[src/verilog/ssp_pkg.sv]
package ssp_pkg;

    // ========================================================
    // register offsets (byte addresses)
    localparam logic [7:0] OFF_STATUS  = 8'h10;
    localparam logic [7:0] OFF_CONTROL = 8'h12;
    localparam logic [7:0] OFF_TX_A    = 8'h14;
    localparam logic [7:0] OFF_TX_B    = 8'h16;
    localparam logic [7:0] OFF_RX      = 8'h18;
    localparam logic [7:0] OFF_IRQ_ST  = 8'h1A;
    localparam logic [7:0] OFF_IRQ_MSK = 8'h1C;

    // ========================================================
    // field positions
    localparam int CTL_EN0_BIT   = 0;
    localparam int CTL_EN1_BIT   = 1;
    localparam int CTL_DIV_LSB   = 4;
    localparam int ST_BUSY_BIT   = 0;
    localparam int ST_DONE_BIT   = 1;
    localparam int ST_ERR_BIT    = 2;
    localparam int IRQ_DONE_BIT  = 0;
    localparam int IRQ_ERR_BIT   = 1;

    // ========================================================
    // reset values and counts
    localparam logic [15:0] CONTROL_RST = 16'h0000;
    localparam logic [15:0] STATUS_RST  = 16'h0000;
    localparam logic [1:0]  IRQ_RST     = 2'h0;
    localparam logic [3:0]  BITS_LAST   = 4'h7;

    // ========================================================
    // shift engine states
    typedef enum logic [1:0] {
        SSP_IDLE  = 2'b00,
        SSP_LOW   = 2'b01,
        SSP_HIGH  = 2'b11
    } ssp_state_t;

    // register bus request
    typedef struct packed {
        logic [7:0]  addr;
        logic [15:0] wdata;
        logic        wr;
        logic        rd;
    } ssp_req_t;

    // serial pins
    typedef struct packed {
        logic sclk;
        logic serial_data_line_o;
        logic serial_data_line_oe;
        logic en_first;
        logic en_second;
    } ssp_pins_t;

endpackage : ssp_pkg

[src/verilog/ssp_port.sv]
`timescale 1ns/100ps
module ssp_port
(
    // clock and reset
    input  wire logic              ref_clk,
    input  wire logic              sys_rst,
    // register port
    input  wire ssp_pkg::ssp_req_t req,
    output logic [15:0]            rdata,
    // serial pins
    input  wire logic              serial_data_line_i,
    output ssp_pkg::ssp_pins_t     pins,
    // interrupt
    output logic                   irq
);

    // ========================================================
    // registers
    logic [15:0]         control_q;
    logic [7:0]          tx_a_q;
    logic [7:0]          tx_b_q;
    logic [7:0]          rx_q;
    logic [7:0]          shift_q;
    logic                busy_q;
    logic                done_q;
    logic                err_q;
    logic [1:0]          irq_st_q;
    logic [1:0]          irq_msk_q;
    logic [15:0]         rdata_q;
    ssp_pkg::ssp_state_t state_q;
    logic [3:0]          div_cnt_q;
    logic [3:0]          bit_cnt_q;
    logic                tx_mode_q;
    logic                sclk_q;
    logic                sdo_q;

    // ========================================================
    // decode
    logic wr_ctl;
    logic wr_tx;
    logic rd_rx;
    logic rd_st;
    logic en_off;
    logic [3:0] half_last;
    logic edge_tick;
    logic done_set;
    logic err_set;
    logic start;

    assign wr_ctl = req.wr && req.addr == ssp_pkg::OFF_CONTROL;
    assign wr_tx  = req.wr && (req.addr == ssp_pkg::OFF_TX_A
                              || req.addr == ssp_pkg::OFF_TX_B);
    assign rd_rx  = req.rd && req.addr == ssp_pkg::OFF_RX;
    assign rd_st  = req.rd && req.addr == ssp_pkg::OFF_STATUS;
    assign en_off = !control_q[ssp_pkg::CTL_EN0_BIT]
                  && !control_q[ssp_pkg::CTL_EN1_BIT];

    // half period in clocks minus one: 0,1,3,7
    always_comb
    begin
        case (control_q[ssp_pkg::CTL_DIV_LSB +: 2])
            2'b00:   half_last = 4'h0;
            2'b01:   half_last = 4'h1;
            2'b10:   half_last = 4'h3;
            default: half_last = 4'h7;
        endcase
    end

    assign edge_tick = div_cnt_q == half_last;
    assign done_set  = state_q == ssp_pkg::SSP_LOW && edge_tick
                     && bit_cnt_q == ssp_pkg::BITS_LAST;
    assign err_set   = (rd_rx || wr_tx) && busy_q;
    // a receive read also starts a receive shift when idle
    assign start     = (wr_tx || rd_rx) && !busy_q;

    // ========================================================
    // control register; status offset is not writable
    always_ff @(posedge ref_clk or posedge sys_rst)
    begin
        if (sys_rst)
            control_q <= ssp_pkg::CONTROL_RST;
        else if (wr_ctl)
            control_q <= {10'h000, req.wdata[5:4], 2'h0,
                          req.wdata[1:0]};
    end

    // transmit data registers
    always_ff @(posedge ref_clk or posedge sys_rst)
    begin
        if (sys_rst)
        begin
            tx_a_q <= 8'h00;
            tx_b_q <= 8'h00;
        end
        else if (req.wr && !busy_q)
        begin
            if (req.addr == ssp_pkg::OFF_TX_A)
                tx_a_q <= req.wdata[7:0];
            if (req.addr == ssp_pkg::OFF_TX_B)
                tx_b_q <= req.wdata[7:0];
        end
    end

    // ========================================================
    // shift engine: sclk low half then high half per bit; the last bit goes back to idle after its low half
    always_ff @(posedge ref_clk or posedge sys_rst)
    begin
        if (sys_rst)
        begin
            state_q   <= ssp_pkg::SSP_IDLE;
            div_cnt_q <= 4'h0;
            bit_cnt_q <= 4'h0;
            shift_q   <= 8'h00;
            tx_mode_q <= 1'b0;
            busy_q    <= 1'b0;
            sclk_q    <= 1'b1;
            sdo_q     <= 1'b0;
            rx_q      <= 8'h00;
        end
        else
        begin
            case (state_q)
                ssp_pkg::SSP_IDLE:
                begin
                    sclk_q <= 1'b1;
                    if (start)
                    begin
                        state_q   <= ssp_pkg::SSP_LOW;
                        busy_q    <= 1'b1;
                        div_cnt_q <= 4'h0;
                        bit_cnt_q <= 4'h0;
                        tx_mode_q <= wr_tx;
                        shift_q   <= (req.addr == ssp_pkg::OFF_TX_A)
                                   ? req.wdata[7:0] : req.wdata[7:0];
                        sdo_q     <= req.wdata[0];
                        sclk_q    <= 1'b0;
                    end
                end
                ssp_pkg::SSP_LOW:
                begin
                    div_cnt_q <= edge_tick ? 4'h0 : div_cnt_q + 4'h1;
                    if (edge_tick)
                    begin
                        // rising edge: sample input
                        sclk_q  <= 1'b1;
                        shift_q <= {serial_data_line_i, shift_q[7:1]};
                        if (bit_cnt_q == ssp_pkg::BITS_LAST)
                        begin
                            state_q <= ssp_pkg::SSP_IDLE;
                            busy_q  <= 1'b0;
                            if (!tx_mode_q)
                                rx_q <= {serial_data_line_i, shift_q[7:1]};
                        end
                        else
                            state_q <= ssp_pkg::SSP_HIGH;
                    end
                end
                ssp_pkg::SSP_HIGH:
                begin
                    div_cnt_q <= edge_tick ? 4'h0 : div_cnt_q + 4'h1;
                    if (edge_tick)
                    begin
                        sclk_q    <= 1'b0;
                        state_q   <= ssp_pkg::SSP_LOW;
                        bit_cnt_q <= bit_cnt_q + 4'h1;
                        sdo_q     <= shift_q[0];
                    end
                end
                default:
                    state_q <= ssp_pkg::SSP_IDLE;
            endcase
        end
    end

    // ========================================================
    // status flags; done set wins over clear, but en_off clear wins over err set
    always_ff @(posedge ref_clk or posedge sys_rst)
    begin
        if (sys_rst)
        begin
            done_q <= 1'b0;
            err_q  <= 1'b0;
        end
        else
        begin
            if (done_set)
                done_q <= 1'b1;
            else if (rd_rx || wr_tx || rd_st || en_off)
                done_q <= 1'b0;
            if (en_off)
                err_q <= 1'b0;
            else if (err_set)
                err_q <= 1'b1;
        end
    end

    // ========================================================
    // interrupt status and mask
    always_ff @(posedge ref_clk or posedge sys_rst)
    begin
        if (sys_rst)
        begin
            irq_st_q  <= ssp_pkg::IRQ_RST;
            irq_msk_q <= ssp_pkg::IRQ_RST;
        end
        else
        begin
            if (req.wr && req.addr == ssp_pkg::OFF_IRQ_MSK)
                irq_msk_q <= req.wdata[1:0];
            if (req.wr && req.addr == ssp_pkg::OFF_IRQ_ST)
                irq_st_q <= (irq_st_q & ~req.wdata[1:0])
                          | {err_set, done_set};
            else
                irq_st_q <= irq_st_q | {err_set, done_set};
        end
    end

    assign irq = |(irq_st_q & irq_msk_q);

    // ========================================================
    // read data, one cycle after the strobe
    always_ff @(posedge ref_clk or posedge sys_rst)
    begin
        if (sys_rst)
            rdata_q <= 16'h0000;
        else if (req.rd)
        begin
            case (req.addr)
                ssp_pkg::OFF_STATUS:
                    rdata_q <= {13'h0000, err_q, done_q, busy_q};
                ssp_pkg::OFF_CONTROL: rdata_q <= control_q;
                ssp_pkg::OFF_TX_A:    rdata_q <= {8'h00, tx_a_q};
                ssp_pkg::OFF_TX_B:    rdata_q <= {8'h00, tx_b_q};
                ssp_pkg::OFF_RX:      rdata_q <= {8'h00, rx_q};
                ssp_pkg::OFF_IRQ_ST:  rdata_q <= {14'h0000, irq_st_q};
                ssp_pkg::OFF_IRQ_MSK: rdata_q <= {14'h0000, irq_msk_q};
                default:              rdata_q <= 16'h0000;
            endcase
        end
        else
            rdata_q <= 16'h0000;
    end

    assign rdata = rdata_q;

    // ========================================================
    // pins
    always_comb
    begin
        pins.sclk      = sclk_q;
        pins.serial_data_line_o   = sdo_q;
        pins.serial_data_line_oe  = tx_mode_q && busy_q;
        pins.en_first  = control_q[ssp_pkg::CTL_EN0_BIT];
        pins.en_second = control_q[ssp_pkg::CTL_EN1_BIT]
                       && !control_q[ssp_pkg::CTL_EN0_BIT];
    end

endmodule : ssp_port
[config.mk]
export PLATFORM = sky130hd
export DESIGN_NAME = ssp_port
export DESIGN_NICKNAME = d
export VERILOG_FILES = /design/src/verilog/ssp_pkg.sv /design/src/verilog/ssp_port.sv
export SDC_FILE = /design/constraint.sdc
export NUM_CORES = 1
export LEC_CHECK = 0
export ABC_AREA = 1
export BUFFER_PORTS_ARGS = -buffer_cell sky130_fd_sc_hd__buf_2
export CAP_MARGIN = 5
export CORE_MARGIN = 8
export CORE_UTILIZATION = 50
export CTS_CLUSTER_DIAMETER = 120
export DETAILED_ROUTE_END_ITERATION = 12
export PLACE_DENSITY = 0.79
export SETUP_SLACK_MARGIN = 0.4
export SKIP_CTS_REPAIR_TIMING = 1
export SYNTH_ARGS = -nofsm -noshare
export SYNTH_HDL_FRONTEND = slang
export SYNTH_SLANG_ARGS = --single-unit
[constraint.sdc]
create_clock -name ref_clk -period 5 [get_ports ref_clk]
set_input_delay 0 -clock ref_clk [delete_from_list [all_inputs] [get_ports ref_clk]]
set_output_delay 0 -clock ref_clk [all_outputs]
set_load 0.01 [all_outputs]
=== Word level (Yosys, flattened, before mapping) ===
Cells that the tools add are included.

* Output and inout bits: 22
* Bits in registers: 72
* Word-level logic and storage cells: 115
* Bits of input ports: 29

* Muxes and demuxes: 32
* Bitwise logic cells: 6
* $add $sub $neg: 2
* Reductions and logical operators: 41
* Equal/unequal tests: 17

{| class="wikitable"
|+ Operators with widths
! operator !! count
|-
| 8-bit by 5-bit equality test with 1-bit output, second input constant || 7
|-
| 8-bit case mux with 7 select lines || 1
|-
| 16-bit two-way mux || 1
|-
| 8-bit two-way mux || 2
|-
| 4-bit case mux with 2 select lines || 2
|-
| 8-bit case mux with 2 select lines || 1
|-
| 1-bit logical AND || 14
|-
| 1-bit two-way mux || 12
|-
| 4-bit two-way mux || 3
|-
| 3-bit AND reduction || 4
|-
| 2-bit two-way mux || 5
|-
| 2-bit nonzero test || 5
|-
| 3-bit case mux with 3 select lines || 1
|-
| 4-bit by 1-bit adder with 4-bit output, second input constant || 2
|-
| 2-bit AND reduction || 4
|-
| 4-bit AND reduction || 2
|-
| 2-bit inequality test, second input constant || 3
|-
| 2-bit case mux with 3 select lines || 1
|-
| 2-bit bitwise AND || 2
|-
| 2-bit by 1-bit equality test with 1-bit output, second input constant || 2
|-
| 2-bit equality test, second input constant || 2
|-
| 4-bit by 3-bit equality test with 1-bit output, second input constant || 1
|-
| 4-bit equality test || 1
|-
| 2-bit zero test || 2
|-
| 10 further kinds || 18
|}

=== Depth between registers and ports, before layout ===
Gate-level depths: netlist (run 1).

* Word-level depth: 8
* Depth in mapped cells: 12
* Mapped depth without buffers: 12

=== Worst setup path before layout (run 1) ===
No wires, ideal clock.

* Kind: register -> register
* From: reg state_q[1]
* To: reg rx_q[0]
* Data required time: 4.876 ns
* Arrival time: 1.461 ns
* Setup time: 0.124 ns
* Buffers on the path: 0
* Cell stages (with the launch flop): 8
* Path slack: 3.416 ns
* Clock period less this slack: 1.584 ns
* Cell sequence: dfrtp_1 inv_1 ha_1 inv_1 nor3_2 nand2_2 nor2_1 a21oi_1

* Longest elaborated chain between the ends: 2

{| class="wikitable"
|+ RTL lines
! item !! line !! source
|-
| start, declared || ssp_port.sv:30 || <nowiki>ssp_pkg::ssp_state_t state_q;</nowiki>
|-
| start signal, assigned || ssp_port.sv:110 || <nowiki>state_q <= ssp_pkg::SSP_IDLE;</nowiki>
|-
| start signal, assigned || ssp_port.sv:128 || <nowiki>state_q <= ssp_pkg::SSP_LOW;</nowiki>
|-
| start signal, assigned || ssp_port.sv:149 || <nowiki>state_q <= ssp_pkg::SSP_IDLE;</nowiki>
|-
| 2-bit by 1-bit equality test with 1-bit output || ssp_port.sv:122 || <nowiki>case (state_q)</nowiki>
|-
| 4-bit AND reduction (no source line) || n/a ||
|-
| end signal, assigned || ssp_port.sv:152 || <nowiki>rx_q <= {serial_data_line_i, shift_q[7:1]};</nowiki>
|-
| end, declared || ssp_port.sv:22 || <nowiki>logic [7:0] rx_q;</nowiki>
|}

No other way between the ends.
A chain may end at the register's enable or synchronous reset.

=== Worst setup path in the final report (run 1) ===
Ends and elaborated chain as after synthesis.

==> results of run 1 <==
## sequential cells by signal, indices dropped and copies added, names as in the netlist
signal	flops
rx_q	8
sclk_q	1
sdo_q	1
tx_mode_q	1
err_q	1
div_cnt_q	4
tx_b_q	8
irq_st_q	2
control_q	4
bit_cnt_q	4
tx_a_q	8
irq_msk_q	2
done_q	1
state_q	2
shift_q	8
busy_q	1
rdata	8
## worst max-delay path, stage by stage, from the launching register on
cell and delay [ns]:
dfrtp_1 0.42, inv_1 0.11, ha_1 0.56, inv_1 0.20, nor3_2 0.54, nand2_2 0.23, nor2_1 0.13, a21oi_1 0.05
## where the power goes
| group | internal, uW | total (uW) | switching, uW |
|---|---|---|---|
| clock | 235 | 452 | 217 |
| combinational | 161 | 502 | 341 |
| sequential | 587 | 641 | 53.5 |
## cells by family (layout without fill, tap and decap cells)
logic type / after synthesis / after routing / share of synthesized area
XOR/XNOR: 5 / 5 / 0.0129
AND/OR/NAND/NOR: 219 / 219 / 0.306
flip-flops: 64 / 64 / 0.471
other: 1 / 8 / 0.00110
adder cells (fa/ha/maj): 6 / 6 / 0.0220
AO/OA/AOI/OAI: 62 / 62 / 0.101
buffers and inverters: 62 / 101 / 0.0871
## metal layers
| metal | track usage | share of wire |
|---|---|---|
| met1 | 0.189 | 0.47 |
| met2 | 0.246 | 0.45 |
| met4 | 0.0649 | 0.011 |
| met3 | 0.0486 | 0.066 |
| met5 | 0 | 0 |
## area by class of cell
cell class / instances / area, um2 / share of cell area
flip-flops and latches: 64 / 1600 / 0.417
multi-input cells: 300 / 1530 / 0.399
well taps: 80 / 100 / 0.0260
inverters: 44 / 165 / 0.0430
clock inverters: 7 / 81.3 / 0.0212
repair buffers: 41 / 238 / 0.0618
clock buffers: 9 / 124 / 0.0322
## how the worst min path moves through the flow
stage                     end  cells after the start  slack, ns
floorplan            rdata[6]                      2       0.10
global placement      rx_q[7]                      3       0.26
detailed placement    rx_q[7]                      3       0.26
CTS                 tx_b_q[3]                      3      -0.10
global route        tx_a_q[6]                      3      0.006
finish              tx_a_q[6]                      3      -0.01
## cells in the final DEF (no fill, tap or decap), types with 4 or more instances in the layout
cell and instances:
nand2_2 6, nand3_1 33, buf_2 34, inv_1 40, xor2_1 4, conb_1 8
dfrtp_1 63, dlygate4sd3_1 6, nand2_1 122, o21ai_0 40, a21oi_1 11, o21ai_2 4
clkbuf_8 9, nand4_1 10, nor2_1 25, ha_1 6, nand2_4 7
## per-stage QoR
| stage | power, uW | setup slack (ns) | util | hold WS [ns] |
|---|---|---|---|---|
| after CTS | 1600 | 2.64 | 0.566 | -0.100 |
| after global placement | 1130 | 2.72 | 0.536 | 0.257 |
| after global routing | 1700 | 2.35 | 0.575 | 0.00590 |
| after floorplan | 1060 | 3.40 | - | 0.104 |
| final | 1590 | 2.65 | 0.575 | -0.0109 |
| after detailed placement | 1150 | 2.65 | 0.536 | 0.258 |
==> impl_metrics.csv, run 1 <==
group,metric,value,unit
status,status,"complete, but fails checks",
status,violations,"hold timing",
global_route,grt_pass1_vias,2666,
critical_path,reg2reg_to,"rx_q[0]",
synth,synth_seq_cells,64,
clocking,clk_pin_slew,0.08,ns
floorplan,die_w,98.5,um
clocking,cts-root-buf,"clkbuf_8",
global_route,antenna_found_initial,0,
critical_path,worst_ep_arrival_time,2.58,ns
timing,rsz0062_at_grt,"no",
critical_path,rr_startpoint,"state_q[1]",
synth,synthCells,419,
synth,netlist_area,3410,um2
synth,yosysSeqAreaShare,0.471,
synth,synth_area_per_cell,8.13,um2
finish,final_area,3840,um2
pwr,total_leakage_power,0.00195,uW
critical_path,r2r_slack,2.65,ns
floorplan,dieArea,9710,um2
place,gp_congestion,0.883,
floorplan,fp.coreArea,6680,um2
synth,yosys_warnings,0,
clocking,htree_levels,3,
critical_path,cp-endpoint,"rx_q[0]",
route,initialDrtViolationCount,116,
clocking,cts_buffers,9,
synth,synthTopCellsByCount,"nand2_1, dfrtp_1, inv_1, o21ai_0, nand3_1",
place,placed_cells_incl_taps,523,
clocking,cts.sink_count,64,
critical_path,reg2reg_depth,7,
synth,yosysMostFrequentCell,"nand2_1",
global_route,grtUsageTotal,0.155,
worst_hold_path,hold_path_class,"in -> reg",
floorplan,die_h,98.5,um
timing,fin_skew,0.00672,ns
finish,syn_to_final_growth,12.9,%
synth,ys.flop_type,"dfrtp_1",
timing,hold-worst-slack,-0.0109,ns
route,drtPass1Iterations,4,
timing,setup_viol,0,
place,io_buffers,34,
finish,nNetsFinal,495,
synth,async_reset_ff_frac,1.00,
route,ant_nets,0,
clocking,cts_max_path_buffers,2,
floorplan,rows,30,
pwr,vdd_drop_max,0.313,mV
synth,yosys-top-cells-area,"dfrtp_1, nand2_1, o21ai_0, nand3_1, inv_1",
flow_run,cap_viol_max_count,0,
route,viasPerCell,5.17,
timing,tightest_slew,0.779,ns
timing,max_slew_margin,0.481,
finish,num_antenna_cells,0,
timing,tns,0,ns
worst_hold_path,hold_start,"req[8]",
timing,finalCriticalPeriod,2.35,ns
floorplan,num_io_pins,51,
synth,synth_edf_count,0,
finish,fillers,611,
timing,slew_violations,0,
pwr,power.density,415,nW/um2
critical_path,cp-startpoint,"state_q[1]",
critical_path,cp.required,5.23,ns
route,wire_per_inst,13.5,um
global_route,grt_pass1_wl,12200,um
floorplan,start_util,0.510,
critical_path,crit_type,"reg -> reg",
place,place_area,3580,um2
clocking,clk_latency,0.34,ns
clocking,cts_tree,"built",
critical_path,crit_fanout,21,
synth,synth.largest_area_cell,"dfrtp_1",
finish,drive_gt1_frac,0.178,
global_route,grt_overflow_total,0,
critical_path,end_kind,"flip-flop",
finish,layoutNonFillerInstCount,545,
timing,post-route-period-util,0.470,
route,vias,2815,
global_route,grt_start_max_net_pins,65,
timing,fmaxAchievable,426,MHz
timing,finalHoldViolations,3,
critical_path,worst_setup_path_start_kind,"flip-flop",
synth,synth_cell_types,38,
route,routed_wl,7350,um
synth,synth.top_cell.area_share,0.463,
place,dp_hpwl,5240,um
route,drc_errors,0,
(Power assumes the default switching activity.)
==> inputs of run 2 (changes only) <==
--- a/config.mk
+++ b/config.mk
@@ -12,7 +12,7 @@
 export CORE_UTILIZATION = 50
 export CTS_CLUSTER_DIAMETER = 120
 export DETAILED_ROUTE_END_ITERATION = 12
-export PLACE_DENSITY = 0.79
+export PLACE_DENSITY = 0.82
 export SETUP_SLACK_MARGIN = 0.4
 export SKIP_CTS_REPAIR_TIMING = 1
 export SYNTH_ARGS = -nofsm -noshare
==> constraint.sdc (replaced) <==
create_clock -name ref_clk -period 2 [get_ports ref_clk]
set_input_delay 0 -clock ref_clk [delete_from_list [all_inputs] [get_ports ref_clk]]
set_output_delay 0 -clock ref_clk [all_outputs]
set_load 0.01 [all_outputs]
==> impl_metrics.csv, run 2 (synthesized netlist as in run 1, its figures left out) <==
group,metric,value,unit
critical_path,crit_fanout,5,
global_route,grtUsageTotal,0.164,
clocking,cts-root-buf,"clkbuf_8",
pwr,power.density,1070,nW/um2
clocking,clk_pin_slew,0.08,ns
route,viasPerCell,5.39,
timing,rsz0062_at_grt,"yes",
clocking,htree_levels,3,
global_route,grt_util_met1,0.198,
timing,setup_viol,0,
finish,layout_commonest_cell,"nand2_1",
floorplan,start_util,0.510,
global_route,grt_pass1_wl,12900,um
pwr,p_comb_frac,0.371,
route,ant_nets,0,
route,drtPass1Iterations,5,
timing,setup_ws,0.347,ns
floorplan,rows,30,
finish,nNetsFinal,505,
finish,final_cell_mix,"nand2_1, dfrtp_1, o21ai_0, inv_1, buf_2",
global_route,grt_overflow_total,0,
pwr,vdd_drop_max,0.968,mV
floorplan,num_io_pins,51,
place,pre_cts_slack,0.248,ns
critical_path,reg2reg_to,"sdo_q",
flow_run,cap_viol_max_count,0,
floorplan,die_w,98.5,um
timing,fin_skew,0.00572,ns
worst_hold_path,whs_path_depth,3,
clocking,cts_max_path_buffers,2,
pwr,total_leakage_power,0.00204,uW
critical_path,worst_setup_path_start_kind,"flip-flop",
timing,fmaxAchievable,605,MHz
floorplan,die_h,98.5,um
pwr,netSwitchingFraction,0.395,
critical_path,reg2reg_depth,8,
status,violations,"hold timing",
route,wire_per_inst,14.8,um
clocking,cts_tree,"built",
route,vias,2992,
route,drc_errors,0,
timing,finalHoldViolations,2,
timing,finalCriticalPeriod,1.65,ns
timing,max_slew_margin,0.634,
critical_path,crit_type,"reg -> reg",
place,io_buffers,34,
floorplan,fp.coreArea,6680,um2
critical_path,rr_startpoint,"control_q[5]",
critical_path,r2r_slack,0.35,ns
global_route,grt_start_max_net_pins,41,
worst_hold_path,hold_path_class,"in -> reg",
timing,slew_violations,0,
finish,syn_to_final_growth,19.6,%
critical_path,end_kind,"flip-flop",
pwr,p_int,2650,uW
place,dp_hpwl,5520,um
timing,hold-worst-slack,-0.0169,ns
global_route,antenna_found_initial,0,
finish,drive_gt1_frac,0.244,
timing,tns,0,ns
critical_path,cp.required,2.24,ns
global_route,grt_use_met3,0.0444,
timing,post-route-period-util,0.826,
clocking,clk_latency,0.35,ns
global_route,grt_pass1_vias,2878,
critical_path,worst_ep_arrival_time,1.89,ns
worst_hold_path,holdPathEnd,"tx_b_q[3]",
pwr,p_seq_frac,0.376,
clocking,cts.sink_count,64,
route,routed_wl,8190,um
finish,fillers,564,
clocking,cts_buffers,9,
timing,tightest_slew,0.549,ns
global_route,grt_most_used_layer,"met2",
pwr,power.share.clock,0.253,
status,status,"complete, but fails checks",
route,initialDrtViolationCount,200,
global_route,use_met2,0.256,
place,gp_congestion,0.886,
floorplan,dieArea,9710,um2
worst_hold_path,hold_start,"req[5]",
pwr,p_sw,1730,uW
finish,num_antenna_cells,0,
run 2: cell types whose count changed in the layout (fill, tap and decap cells not counted), moves of 3 or more:
cell        delta
nand3_1        -6
nand2_4        +3
nand2_1        -4
nand3_2        +6
clkinv_2       +3
clkinvlp_4     -3
nor2_1         -3
buf_4          +4
run 2: worst max-delay path by stage:
stage	to	cells past startpoint	slack, ns	startpoint
after floorplan	bit_cnt_q[0]	1	0.40	sys_rst
after global placement	sdo_q	7	0.33	control_q[4]
after detailed placement	bit_cnt_q[2]	7	0.25	control_q[4]
after CTS	bit_cnt_q[2]	7	0.24	control_q[5]
after global routing	bit_cnt_q[2]	7	0.28	div_cnt_q[1]
final	sdo_q	8	0.35	control_q[5]
run 2: stage by stage:
stage	utilization	total power, uW	cells	hold slack (ns)	cell area (um2)
after detailed placement	0.542	2870	527	0.0707	3620
after floorplan	-	2650	426	0.104	3430
after global routing	0.610	4660	555	0.00692	4070
after CTS	0.571	3990	543	-0.307	3820
final	0.610	4370	555	-0.0169	4070
after global placement	0.542	2830	527	0.0666	3620
run 2: layout make-up:
cell class                      count  area [um2]  area share
Sequential cell                    64        1610       0.394
Multi-Input combinational cell    302        1680       0.413
Timing Repair Buffer               49         325      0.0799
Tap cell                           80         100      0.0246
Clock buffer                        9         124      0.0304
Clock inverter                      7        71.3      0.0175
Inverter                           44         165      0.0406
run 2: power groups by stage:
stage | Clock (uW) | Combinational [uW] | Sequential, uW
finish | 1110 | 1620 | 1640
global route | 1180 | 1810 | 1660
CTS | 1130 | 1250 | 1610
detailed placement | 0 | 1240 | 1630
global placement | 0 | 1210 | 1620
floorplan | 0 | 1050 | 1590
run 2: metal layers:
| layer | routed length [um] | vias to the layer above |
|---|---|---|
| met4 | 243 | 0 |
| met3 | 459 | 22 |
| met5 | 0 | - |
| met2 | 3930 | 81 |
| met1 | 3550 | 1437 |
| li1 | - | 1452 |
run 2: worst max-delay path, cell delays in order (launching register included):
cell and delay (ns):
dfrtp_2 0.45, inv_2 0.10, nor2_4 0.04, nor3b_4 0.27
nand3_4 0.18, a21oi_4 0.27, nand2_4 0.11, nand2_2 0.08
o21ai_2 0.05
